## config.mk

```make
export PLATFORM = sky130hd
export DESIGN_NAME = clock_synth_config_control
export DESIGN_NICKNAME = d
export VERILOG_FILES = /design/src/rtl/clk_synth_pkg.sv /design/src/rtl/div_if.sv /design/src/rtl/level_sync.sv /design/src/rtl/edge_divider.sv /design/src/rtl/clock_synth_config_control.sv
export SDC_FILE = /design/constraint.sdc
export NUM_CORES = 1
export LEC_CHECK = 0
export BUFFER_PORTS_ARGS = -buffer_cell sky130_fd_sc_hd__buf_2
export CORE_AREA = 5 5 154 156
export DETAILED_ROUTE_END_ITERATION = 10
export DIE_AREA = 0 0 159 161
export GPL_TIMING_DRIVEN = 0
export SLEW_MARGIN = 0
export SYNTH_ARGS = -nofsm -noshare
export SYNTH_HDL_FRONTEND = slang
export SYNTH_SLANG_ARGS = --single-unit
```

## constraint.sdc

```tcl
create_clock -name core_clk -period 2.9 [get_ports core_clk]
set_input_delay 0 -clock core_clk [delete_from_list [all_inputs] [get_ports core_clk]]
set_output_delay 0 -clock core_clk [all_outputs]
set_load 0.02 [all_outputs]
```

## src/rtl/clk_synth_pkg.sv

```systemverilog
// Purpose: shared constants, codes and decoders of the clock control block
// Assumes: register bus is 32-bit classic Wishbone, byte addressed
// Notes: divider codes decode to plain integer divide ratios
package clk_synth_pkg;

  // ****************************************************************
  // register map
  // ****************************************************************
  localparam int ADR_W = 8;
  localparam logic [7:0] OFS_CTRL = 8'h00;
  localparam logic [7:0] OFS_FLIP = 8'h04;
  localparam logic [7:0] OFS_SWING = 8'h08;
  localparam logic [7:0] OFS_MARGIN = 8'h0C;
  localparam logic [7:0] OFS_STATUS = 8'h10;
  localparam logic [7:0] OFS_IRQ_STAT = 8'h14;
  localparam logic [7:0] OFS_IRQ_MASK = 8'h18;

  // ****************************************************************
  // field positions and widths
  // ****************************************************************
  localparam int CODE_W = 2;
  localparam int CTRL_P_LSB = 0;
  localparam int CTRL_N_LSB = 2; // bank m code at 2 + 2*m
  localparam int N_BANKS = 3;
  localparam int N_SINGLE = 10; // a3 a4 b0..b3 c0..c3
  localparam int N_DIFF = 3;
  localparam int DIV_W = 7;
  localparam int FRAC_W = 9;
  localparam int MARGIN_INT_LSB = 16;
  localparam int N_EVENTS = 2;
  localparam int EV_LOCK_GAIN = 0;
  localparam int EV_LOCK_LOSS = 1;
  localparam int ST_LOCK = 0;
  localparam int ST_REFSRC = 1;
  localparam int ST_BYPASS = 2;
  localparam int ST_MARGIN = 3;

  // ****************************************************************
  // reset values and fixed ratios
  // ****************************************************************
  localparam logic [1:0] P_CODE_RST = 2'h3;
  localparam logic [1:0] N_CODE_RST = 2'h0;
  localparam logic [6:0] FB_DIV_FIXED = 7'h64; // integer 100
  localparam logic [8:0] FB_FRAC_FIXED = 9'h000;
  localparam logic [3:0] SWITCH_QUIET = 4'h8; // cycles muted on a switch

  // bus handshake states, one-hot
  typedef enum logic [1:0] {
    BUS_IDLE = 2'b01,
    BUS_ACK = 2'b10
  } bus_state_t;

  // input predivider: 00 /1, 01 /2, 10 /4, 11 /8
  function automatic logic [DIV_W-1:0] pre_div_of(input logic [1:0] c);
    pre_div_of = 7'h01 << c;
  endfunction

  // bank output divider: 00 /16, 01 /20, 10 /25, 11 /100
  function automatic logic [DIV_W-1:0] out_div_of(input logic [1:0] c);
    unique case (c)
      2'h0: out_div_of = 7'h10;
      2'h1: out_div_of = 7'h14;
      2'h2: out_div_of = 7'h19;
      default: out_div_of = 7'h64;
    endcase
  endfunction

endpackage

```

## src/rtl/div_if.sv

```systemverilog
// Purpose: carrier between the control core and one clock divider
// Assumes: single clock domain
// Notes: source is a sampled clock level, out is the divided level
`timescale 1ns/1ps
`default_nettype none
interface div_if;
  logic src;
  logic [clk_synth_pkg::DIV_W-1:0] divisor;
  logic mute;
  logic out;
  modport core (output src, output divisor, output mute, input out);
  modport div (input src, input divisor, input mute, output out);
endinterface
`default_nettype wire

```

## src/rtl/level_sync.sv

```systemverilog
// Purpose: two-flop synchroniser for asynchronous control levels
// Assumes: inputs are slow static levels
// Notes: first stage feeds only the second stage
`timescale 1ns/1ps
`default_nettype none
module level_sync #(
  parameter int W = 4
) (
  input wire logic core_clk,
  input wire logic resetn,
  input wire logic [W-1:0] din,
  output logic [W-1:0] dout
);
  logic [W-1:0] meta_q;

  // two stages; resets to zero, matching the pin defaults
  always_ff @(posedge core_clk or negedge resetn)
  begin
    if (!resetn)
    begin
      meta_q <= '0;
      dout <= '0;
    end
    else
    begin
      meta_q <= din;
      dout <= meta_q;
    end
  end
endmodule // level_sync
`default_nettype wire

```

## src/rtl/edge_divider.sv

```systemverilog
// Purpose: integer divider of a sampled clock level
// Assumes: source toggles slower than half of core_clk
// Notes: divide by one passes the level straight through
`timescale 1ns/1ps
`default_nettype none
module edge_divider (
  input wire logic core_clk,
  input wire logic resetn,
  div_if.div port
);
  logic prev_q;
  logic [clk_synth_pkg::DIV_W-1:0] cnt_q;
  logic rise;

  assign rise = port.src & ~prev_q;

  // count source rising edges, wrap at the divisor
  always_ff @(posedge core_clk or negedge resetn)
  begin
    if (!resetn)
    begin
      prev_q <= 1'b0;
      cnt_q <= '0;
    end
    else if (port.mute)
    begin
      prev_q <= 1'b0; // restart phase cleanly after a switch
      cnt_q <= '0;
    end
    else
    begin
      prev_q <= port.src;
      if (rise)
        cnt_q <= (cnt_q + 7'h01 >= port.divisor) ? '0 : cnt_q + 7'h01;
    end
  end

  // high for the first half of each period
  always_ff @(posedge core_clk or negedge resetn)
  begin
    if (!resetn)
      port.out <= 1'b0;
    else if (port.mute)
      port.out <= 1'b0;
    else if (port.divisor == 7'h01)
      port.out <= port.src;
    else
      port.out <= (cnt_q < (port.divisor >> 1));
  end
endmodule // edge_divider
`default_nettype wire

```

## src/rtl/clock_synth_config_control.sv

```systemverilog
// Purpose: control core of a pll clock generator: reference and bypass
//          selection, divider decoding, margining, lock, output phase
// Assumes: reference and pll levels are sampled on core_clk; pins
//          ref/bypass/test/lock are asynchronous
// Notes: registers on classic Wishbone; one level interrupt output
//
// Our own choices: the Wishbone register port and the register addresses.
`timescale 1ns/1ps
`default_nettype none
module clock_synth_config_control (
  input wire logic core_clk,
  input wire logic resetn,
  // wishbone slave
  input wire logic wbCyc,
  input wire logic wbStb,
  input wire logic wbWe,
  input wire logic [clk_synth_pkg::ADR_W-1:0] wbAdr,
  input wire logic [3:0] wbSel,
  input wire logic [31:0] wbDatWr,
  output logic [31:0] wbDatRd,
  output logic wbAck,
  output logic irq,
  // static control pins
  input wire logic refSourceSelect,
  input wire logic bypassSelect,
  input wire logic marginSelect,
  // reference and pll levels
  input wire logic diffReferencePair,
  input wire logic singleEndedReference,
  input wire logic pllVcoLevel,
  input wire logic pllLockRaw,
  // towards the pll
  output logic pllRefLevel,
  output logic [clk_synth_pkg::DIV_W-1:0] fbDivInt,
  output logic [clk_synth_pkg::FRAC_W-1:0] fbDivFrac,
  output logic lockOut,
  // output banks
  output logic [2:0] bankAOutputs,
  output logic [2:0] bankAOutputsN,
  output logic [2:0] outputSwingSelect,
  output logic [1:0] bankASingle,
  output logic [3:0] bankBOutputs,
  output logic [3:0] bankCOutputs
);

  // ****************************************************************
  // declarations
  // ****************************************************************
  localparam int NB = clk_synth_pkg::N_BANKS;
  localparam int NE = clk_synth_pkg::N_EVENTS;
  localparam int NS = clk_synth_pkg::N_SINGLE;

  logic [3:0] pinSync;
  logic refSelS;
  logic bypassS;
  logic marginS;
  logic lockS;
  logic [1:0] pCode_q;
  logic [2*NB-1:0] nCode_q;
  logic [NS-1:0] phaseFlipBit_q;
  logic [2:0] swing_q;
  logic [clk_synth_pkg::DIV_W-1:0] marginInt_q;
  logic [clk_synth_pkg::FRAC_W-1:0] marginFrac_q;
  logic [NE-1:0] irqStat_q;
  logic [NE-1:0] irqStat_d;
  logic [NE-1:0] irqMask_q;
  logic [NE-1:0] events;
  logic lockPrev_q;
  logic routePrev_q;
  logic [3:0] quiet_q;
  logic mute;
  logic selRef;
  logic bankSrc;
  logic [NB-1:0] bankClk;
  logic [NS-1:0] seClk;
  logic [NS-1:0] seOut_q;
  clk_synth_pkg::bus_state_t busState_q;
  logic busReq;
  logic wrEn;
  logic [31:0] byteMask;
  logic [31:0] wrVal;
  logic [31:0] rdMux;

  // ****************************************************************
  // pin synchronisers
  // ****************************************************************
  // pins are asynchronous; settle them before any selection uses them
  level_sync #(
    .W(4)
  ) u_pin_sync (
    .core_clk(core_clk),
    .resetn(resetn),
    .din({pllLockRaw, marginSelect, bypassSelect, refSourceSelect}),
    .dout(pinSync)
  );

  assign refSelS = pinSync[0];
  assign bypassS = pinSync[1];
  assign marginS = pinSync[2];
  assign lockS = pinSync[3];

  // ****************************************************************
  // wishbone slave
  // ****************************************************************
  // one ack per request, ack dropped in the following cycle
  assign busReq = wbCyc & wbStb;
  assign wrEn = busReq & wbWe &
    (busState_q == clk_synth_pkg::BUS_IDLE);
  assign wbAck = (busState_q == clk_synth_pkg::BUS_ACK);

  always_ff @(posedge core_clk or negedge resetn)
  begin
    if (!resetn)
      busState_q <= clk_synth_pkg::BUS_IDLE;
    else
    begin
      unique case (busState_q)
        clk_synth_pkg::BUS_IDLE:
          if (busReq)
            busState_q <= clk_synth_pkg::BUS_ACK;
        clk_synth_pkg::BUS_ACK:
          busState_q <= clk_synth_pkg::BUS_IDLE;
        default:
          busState_q <= clk_synth_pkg::BUS_IDLE;
      endcase
    end
  end

  // byte lanes gate each byte of a write
  always_comb
  begin
    for (int b = 0; b < 4; b++)
      byteMask[8*b +: 8] = {8{wbSel[b]}};
  end

  // write value: the addressed register with only the selected bytes
  // replaced; read back mux already holds the old value in place
  assign wrVal = (rdMux & ~byteMask) | (wbDatWr & byteMask);

  // ****************************************************************
  // configuration registers
  // ****************************************************************
  // divider codes; predivider powers up as divide by eight
  always_ff @(posedge core_clk or negedge resetn)
  begin
    if (!resetn)
    begin
      pCode_q <= clk_synth_pkg::P_CODE_RST;
      nCode_q <= {NB{clk_synth_pkg::N_CODE_RST}};
    end
    else if (wrEn && wbAdr == clk_synth_pkg::OFS_CTRL)
    begin
      pCode_q <= wrVal[clk_synth_pkg::CTRL_P_LSB +: 2];
      nCode_q <= wrVal[clk_synth_pkg::CTRL_N_LSB +: 2*NB];
    end
  end

  // per single-ended output phase flip and differential swing bits, all default 0
  always_ff @(posedge core_clk or negedge resetn)
  begin
    if (!resetn)
    begin
      phaseFlipBit_q <= '0;
      swing_q <= '0;
    end
    else if (wrEn && wbAdr == clk_synth_pkg::OFS_FLIP)
      phaseFlipBit_q <= wrVal[NS-1:0];
    else if (wrEn && wbAdr == clk_synth_pkg::OFS_SWING)
      swing_q <= wrVal[2:0];
  end

  // margining divider; resets to the unmargined ratio
  always_ff @(posedge core_clk or negedge resetn)
  begin
    if (!resetn)
    begin
      marginInt_q <= clk_synth_pkg::FB_DIV_FIXED;
      marginFrac_q <= clk_synth_pkg::FB_FRAC_FIXED;
    end
    else if (wrEn && wbAdr == clk_synth_pkg::OFS_MARGIN)
    begin
      marginInt_q <= wrVal[clk_synth_pkg::MARGIN_INT_LSB +: 7];
      marginFrac_q <= wrVal[clk_synth_pkg::FRAC_W-1:0];
    end
  end

  // ****************************************************************
  // interrupts
  // ****************************************************************
  // lock gained and lost are the events software cares about
  always_ff @(posedge core_clk or negedge resetn)
  begin
    if (!resetn)
      lockPrev_q <= 1'b0;
    else
      lockPrev_q <= lockS;
  end

  assign events[clk_synth_pkg::EV_LOCK_GAIN] = lockS & ~lockPrev_q;
  assign events[clk_synth_pkg::EV_LOCK_LOSS] = ~lockS & lockPrev_q;

  // write one clears; a new event in the same cycle wins
  always_comb
  begin
    irqStat_d = irqStat_q;
    if (wrEn && wbAdr == clk_synth_pkg::OFS_IRQ_STAT && wbSel[0])
      irqStat_d = irqStat_q & ~wbDatWr[NE-1:0];
    irqStat_d = irqStat_d | events;
  end

  always_ff @(posedge core_clk or negedge resetn)
  begin
    if (!resetn)
      irqStat_q <= '0;
    else
      irqStat_q <= irqStat_d;
  end

  always_ff @(posedge core_clk or negedge resetn)
  begin
    if (!resetn)
      irqMask_q <= '0;
    else if (wrEn && wbAdr == clk_synth_pkg::OFS_IRQ_MASK && wbSel[0])
      irqMask_q <= wbDatWr[NE-1:0];
  end

  assign irq = |(irqStat_q & irqMask_q);

  // ****************************************************************
  // read back
  // ****************************************************************
  // unmapped offsets answer with zero
  always_comb
  begin
    rdMux = 32'h00000000;
    unique case (wbAdr)
      clk_synth_pkg::OFS_CTRL:
        rdMux[2*NB+1:0] = {nCode_q, pCode_q};
      clk_synth_pkg::OFS_FLIP:
        rdMux[NS-1:0] = phaseFlipBit_q;
      clk_synth_pkg::OFS_SWING:
        rdMux[2:0] = swing_q;
      clk_synth_pkg::OFS_MARGIN:
        rdMux = {9'h000, marginInt_q, 7'h00, marginFrac_q};
      clk_synth_pkg::OFS_STATUS:
        rdMux[3:0] = {marginS, bypassS, refSelS, lockS};
      clk_synth_pkg::OFS_IRQ_STAT:
        rdMux[NE-1:0] = irqStat_q;
      clk_synth_pkg::OFS_IRQ_MASK:
        rdMux[NE-1:0] = irqMask_q;
      default:
        rdMux = 32'h00000000;
    endcase
  end

  // read data is captured with the request, valid while ack is high
  always_ff @(posedge core_clk or negedge resetn)
  begin
    if (!resetn)
      wbDatRd <= 32'h00000000;
    else if (busReq && busState_q == clk_synth_pkg::BUS_IDLE)
      wbDatRd <= rdMux;
  end

  // ****************************************************************
  // reference and feedback selection
  // ****************************************************************
  // unused reference input is simply not looked at
  assign selRef = refSelS ? singleEndedReference : diffReferencePair;

  // feedback ratio: fixed 100, or the programmed margin value
  always_ff @(posedge core_clk or negedge resetn)
  begin
    if (!resetn)
    begin
      fbDivInt <= clk_synth_pkg::FB_DIV_FIXED;
      fbDivFrac <= clk_synth_pkg::FB_FRAC_FIXED;
    end
    else if (marginS)
    begin
      fbDivInt <= marginInt_q;
      fbDivFrac <= marginFrac_q;
    end
    else
    begin
      fbDivInt <= clk_synth_pkg::FB_DIV_FIXED;
      fbDivFrac <= clk_synth_pkg::FB_FRAC_FIXED;
    end
  end

  // lock follows the settled detector level
  always_ff @(posedge core_clk or negedge resetn)
  begin
    if (!resetn)
      lockOut <= 1'b0;
    else
      lockOut <= lockS;
  end

  // ****************************************************************
  // glitch guard on source switching
  // ****************************************************************
  // a change of refSourceSelect or bypassSelect alone mutes the dividers briefly so no runt pulse escapes;
  // costs 8 cycles of silence; both changing in the same cycle cancel and do not mute
  always_ff @(posedge core_clk or negedge resetn)
  begin
    if (!resetn)
    begin
      routePrev_q <= 1'b0;
      quiet_q <= '0;
    end
    else
    begin
      routePrev_q <= refSelS ^ bypassS;
      if ((refSelS ^ bypassS) != routePrev_q)
        quiet_q <= clk_synth_pkg::SWITCH_QUIET;
      else if (quiet_q != 4'h0)
        quiet_q <= quiet_q - 4'h1;
    end
  end

  assign mute = (quiet_q != 4'h0);

  // ****************************************************************
  // dividers
  // ****************************************************************
  div_if preIf ();
  div_if bankIf [NB] ();

  assign preIf.src = selRef;
  assign preIf.divisor = clk_synth_pkg::pre_div_of(pCode_q);
  assign preIf.mute = mute;

  edge_divider u_prediv (
    .core_clk(core_clk),
    .resetn(resetn),
    .port(preIf)
  );

  // divided reference goes to the phase detector
  assign pllRefLevel = preIf.out;

  // bypass feeds the reference straight to the bank dividers
  assign bankSrc = bypassS ? selRef : pllVcoLevel;

  genvar g;
  generate
    for (g = 0; g < NB; g++)
    begin : g_bank
      assign bankIf[g].src = bankSrc;
      assign bankIf[g].divisor =
        clk_synth_pkg::out_div_of(nCode_q[2*g +: 2]);
      assign bankIf[g].mute = mute;
      assign bankClk[g] = bankIf[g].out;
      edge_divider u_bankdiv (
        .core_clk(core_clk),
        .resetn(resetn),
        .port(bankIf[g])
      );
    end
  endgenerate

  // ****************************************************************
  // output stage
  // ****************************************************************
  // single-ended order: a3 a4 b0 b1 b2 b3 c0 c1 c2 c3
  assign seClk = {{4{bankClk[2]}}, {4{bankClk[1]}}, {2{bankClk[0]}}};

  // flip per output; flipping the odd one of a pair makes it complementary
  always_ff @(posedge core_clk or negedge resetn)
  begin
    if (!resetn)
      seOut_q <= '0;
    else
      seOut_q <= seClk ^ phaseFlipBit_q;
  end

  assign bankASingle = seOut_q[1:0];
  assign bankBOutputs = seOut_q[5:2];
  assign bankCOutputs = seOut_q[9:6];

  // differential bank a: true and complement from one flop each
  always_ff @(posedge core_clk or negedge resetn)
  begin
    if (!resetn)
    begin
      bankAOutputs <= '0;
      bankAOutputsN <= '1;
    end
    else
    begin
      bankAOutputs <= {3{bankClk[0]}};
      bankAOutputsN <= {3{~bankClk[0]}};
    end
  end

  assign outputSwingSelect = swing_q;

endmodule // clock_synth_config_control
`default_nettype wire

```

==> tab_implementation.tex <==
\begin{tabular}{lr}
\hline
Metric & Value \\
\hline
\multicolumn{2}{l}{\textbf{Pwr}} \\
\quad Total power density per cell area & approximately 580 mW/mm\^{}2 \\
\quad Leakage power & 4.41 nW \\
\quad Worst IR Drop VDD & 471 uV \\
\multicolumn{2}{l}{\textbf{Die}} \\
\quad Chip height & $\sim$160 um \\
\quad Boundary Pins & between 100 and 150 \\
\quad Initial Utilization & roughly 31\% \\
\quad Cell Rows & 55 \\
\quad Horiz. Die Dim & about 160 um \\
\quad Core ar. & between 0.02 and 0.025 sq mm \\
\quad Die ar. & around 0.026 sq mm \\
\multicolumn{2}{l}{\textbf{Synth}} \\
\quad Number of flip-flops and latches in the synthesized netlist & between 100 and 150 \\
\quad Sequential area share after synthesis & approximately half \\
\quad Count of unique library cells instantiated by Yosys & 72 \\
\quad Number of cells produced by synthesis & about 650 \\
\quad Proportion of synthesized area in mux cells & $\sim$4.7\% \\
\quad Number of flops mapped to enable cells by yosys & 0 \\
\quad Warnings, synthesis & 0 \\
\quad Combinational family with the most area after synthesis & simple AND/OR/NAND/NOR gates \\
\quad Share of the synthesized netlist area taken by xor and xnor gates & 3.40\% \\
\quad Post-synthesis cell area & just under 0.007 sq mm \\
\quad Synth Area in Compound Gates & between 10\% and 20\% \\
\quad Post-synthesis area per instance & 10.8 sq um \\
\quad Fraction of registers with async set or reset after synthesis & 100\% \\
\quad Primary flip-flop cell chosen by synthesis mapping & dfrtp\_1 \\
\quad Basic-gate share of the synthesized area counting and, or, nand and nor cells & around 17\% \\
\quad Fraction of the mapped netlist area in adder cells & $\sim$7.4\% \\
\multicolumn{2}{l}{\textbf{Global routing}} \\
\quad Overall global routing resource usage & 13.5\% \\
\quad GR Overflow Total & 0 \\
\quad Maximum number of pins on one net before global-route repair & 78 \\
\quad Antenna violations before repair & 1 \\
\quad Via count of the first global-routing pass & 5150 \\
\quad First-pass GRT wire length & between 20 and 30 mm \\
\multicolumn{2}{l}{\textbf{Job}} \\
\quad Max-Cap Viols & 0 \\
\multicolumn{2}{l}{\textbf{Worst setup path}} \\
\quad Data required time at the worst endpoint & 3.20 ns \\
\quad Type of element launching the critical path & register \\
\quad Nature of the critical path endpoint & register \\
\quad Worst Setup Path Type & register to register \\
\quad Worst-path fanout max & 7 \\
\quad Worst r2r path cells & 8 \\
\quad Data arrival time of the critical path & roughly 3.0 ns \\
\multicolumn{2}{l}{\textbf{Clocking}} \\
\quad Clock tree from TritonCTS & built \\
\quad Clock Tree Buf Depth & 2 \\
\quad Clk\_lat worst skew & about 0.42 ns \\
\quad Sinks on the clock net & around 140 \\
\quad Clock transition at the registers of the reported paths & 0.06 ns \\
\quad Number of CTS-inserted buffers & 17 \\
\quad H-tree levels & 4 \\
\quad Clk Tree Root Cell & clkbuf\_16 \\
\multicolumn{2}{l}{\textbf{STA}} \\
\quad Total setup violations reported at the end of the flow & 0 \\
\quad Worst clock skew & between 0.01 and 0.015 ns \\
\quad Period utilisation layout & 92.8\% \\
\quad Number of max-slew violations in the final report & 0 \\
\quad Final number of hold-violating endpoints & 0 \\
\quad Measured slew at the worst slew-check pin & roughly 0.69 ns \\
\quad Unrepaired setup endpoints after global routing & no \\
\quad Fmax achieved & 0.371 GHz \\
\quad Max-slew headroom at the worst pin & 53.9\% \\
\quad Post-layout minimum cycle time & between 2 and 3 ns \\
\multicolumn{2}{l}{\textbf{Outcome}} \\
\quad Result of the run & complete, no violations \\
\multicolumn{2}{l}{\textbf{Final layout}} \\
\quad Share of final-layout standard cells stronger than drive strength 1 & about a quarter \\
\quad Cell Count, Final, Fillers Out & roughly 1.1k \\
\quad Fill count & 2162 \\
\quad Nets@finish & a little under 900 \\
\quad Most common library cell in the layout ignoring fill and taps & dfrtp\_1 \\
\quad Post-layout util & roughly 40\% \\
\quad Most used cells in the layout excluding fill and tap cells & dfrtp\_1 (126), buf\_2 (101), nand2\_1 (91) \\
\quad Count of inserted antenna diode cells & 0 \\
\quad Area Growth Syn to Fin & 25.1\% \\
\multicolumn{2}{l}{\textbf{Placement}} \\
\quad Placed cells & just over 1k \\
\quad Routability cong. & approximately 0.79 \\
\quad HPWL after detailed placement & between 10 and 15 mm \\
\quad Count of buffers from port buffering & 94 \\
\multicolumn{2}{l}{\textbf{Drt}} \\
\quad Post-route DRC & 0 \\
\quad Detailed-route wire length per cell & between 15 and 20 um \\
\quad Number of DRC violations after detailed-routing iteration 0 & between 200 and 300 \\
\quad Via count normalized by instance count & 4.68 \\
\quad Vias post-DR & 5128 \\
\quad Number of iterations in the first detailed-routing pass & 4 \\
\quad Routed Antenna Nets & 0 \\
\quad Wirelength, routed & roughly 17 mm \\
\multicolumn{2}{l}{\textbf{Hold path}} \\
\quad Hold/Removal Path Class & primary input to register \\
\quad Min-Delay Path Depth & 3 \\
\hline
\end{tabular}
## kinds of logic after synthesis
kind of cell / count (synthesis)
compound gates: 127
buf+inv: 65
mux: 28
xor+xnor: 27
fa+ha+maj: 41
flops: 136
simple gates: 220
other cells: 1
## path summary, 6_finish.rpt
path	start	end	slack, ns
max in group asynchronous	resetn	bankAOutputsN[0]	1.96
max	busState_q[0]	phaseFlipBit_q[9]	0.21
min in group asynchronous	resetn	fbDivFrac[5]	0.13
min	singleEndedReference	u_prediv.prev_q	0.01
max reg2reg	busState_q[0]	phaseFlipBit_q[9]	0.21
min reg2reg	u_pin_sync.meta_q[0]	u_pin_sync.dout[0]	0.36
## metrics by stage
step           setup TNS [ns]  area, sq um  hold slack (ns)  total power (W)  worst slack, ns
2_1_floorplan               0         7020           -0.296          0.00265            0.849
6_report                    0         8710           0.0122          0.00503            0.208
5_1_grt                     0         8710           0.0265          0.00528           0.0260
3_3_place_gp           -15.05         7840            0.109          0.00293           -0.127
4_1_cts                     0         8710          0.00123          0.00511            0.226
3_5_place_dp                0         7880           0.0258          0.00294            0.589
## sequential cells by signal, indices dropped and copies added, names as in the netlist, 2 cells and up
signal                     flops
busState_q                     2
fbDivFrac                      9
fbDivInt                       7
g_bank.u_bankdiv.cnt_q        21
g_bank.u_bankdiv.port.out      3
irqMask_q                      2
irqStat_q                      2
marginFrac_q                   9
marginInt_q                    7
nCode_q                        6
outputSwingSelect              3
pCode_q                        2
phaseFlipBit_q                10
quiet_q                        4
seOut_q                       10
u_pin_sync.dout                4
u_pin_sync.meta_q              4
u_prediv.cnt_q                 7
wbDatRd                       17
## synthesized netlist by cell type, types with 3 or more instances
cell type / number / area, sq um
o2bb2ai_1: 4 / 35.0
inv_1: 23 / 86.3
and3_1: 3 / 18.8
nand2_1: 91 / 342
dfstp_2: 10 / 263
nand3_1: 17 / 85.1
ha_1: 41 / 513
o21ai_0: 3 / 15.0
a22oi_1: 3 / 22.5
o21a_1: 7 / 52.6
a22o_1: 10 / 87.6
a21oi_1: 13 / 65.1
dfrtp_1: 126 / 3150
mux2_2: 4 / 45.0
buf_4: 23 / 173
mux2i_1: 7 / 70.1
mux2_1: 15 / 169
clkbuf_1: 7 / 26.3
a211oi_1: 4 / 30.0
xor2_1: 18 / 158
and2_1: 16 / 100
o31ai_1: 4 / 30.0
nor3_1: 6 / 30.0
o21ai_1: 37 / 185
nor2_1: 25 / 93.8
a2111oi_0: 3 / 26.3
nand2b_1: 29 / 181
buf_2: 8 / 40.0
a21o_1: 18 / 135
xnor2_1: 9 / 78.8
nand4_1: 6 / 37.5
## critical path, cell delays in order, from the launching register on
cell and delay [ns]:
dfstp_2 0.53, and4b_1 0.19, buf_2 0.17, inv_2 0.06
nor2_1 0.35, nand4_4 0.23, nor2_1 0.16, mux2_1 0.33
dlygate4sd3_1 0.56
## area by class of cell
cell class / instances / area [sq um] / share of cell area [%]
Sequential cell: 136 / 3420 / 39.2
Tap cell: 285 / 357 / 4.09
Timing Repair Buffer: 120 / 754 / 8.66
Clock inverter: 11 / 111 / 1.28
Clock buffer: 21 / 470 / 5.40
Inverter: 25 / 93.8 / 1.08
Multi-Input combinational cell: 458 / 3260 / 37.4
Buffer: 40 / 246 / 2.83
## per-layer routing
| metal | track usage, % | wire, um | part of all wire, % | vias to the layer above |
|---|---|---|---|---|
| met4 | 4.92 | 296 | 1.7 | 2 |
| met3 | 3.32 | 722 | 4.2 | 22 |
| met1 | 17.8 | 7800 | 46 | 2456 |
| li1 | - | - | - | 2541 |
| met5 | 0 | 13 | 0.076 | - |
| met2 | 21.8 | 8190 | 48 | 107 |
## power breakdown
group | leakage [nW] | internal (W) | switching (W)
clock | 0.281 | 0.00126 | 0.000852
combinational | 2.32 | 0.000311 | 0.000477
sequential | 1.81 | 0.00204 | 0.0000929
## what timing repair did
| item | CTS | global route |
|---|---|---|
| hold endpoints to repair | 90 | 0 |
| hold buffers | 25 | 0 |
| setup buffers | 0 | 0 |
| gates resized for setup | 0 | 0 |
Note: power is estimated with default switching activity, not from simulation.
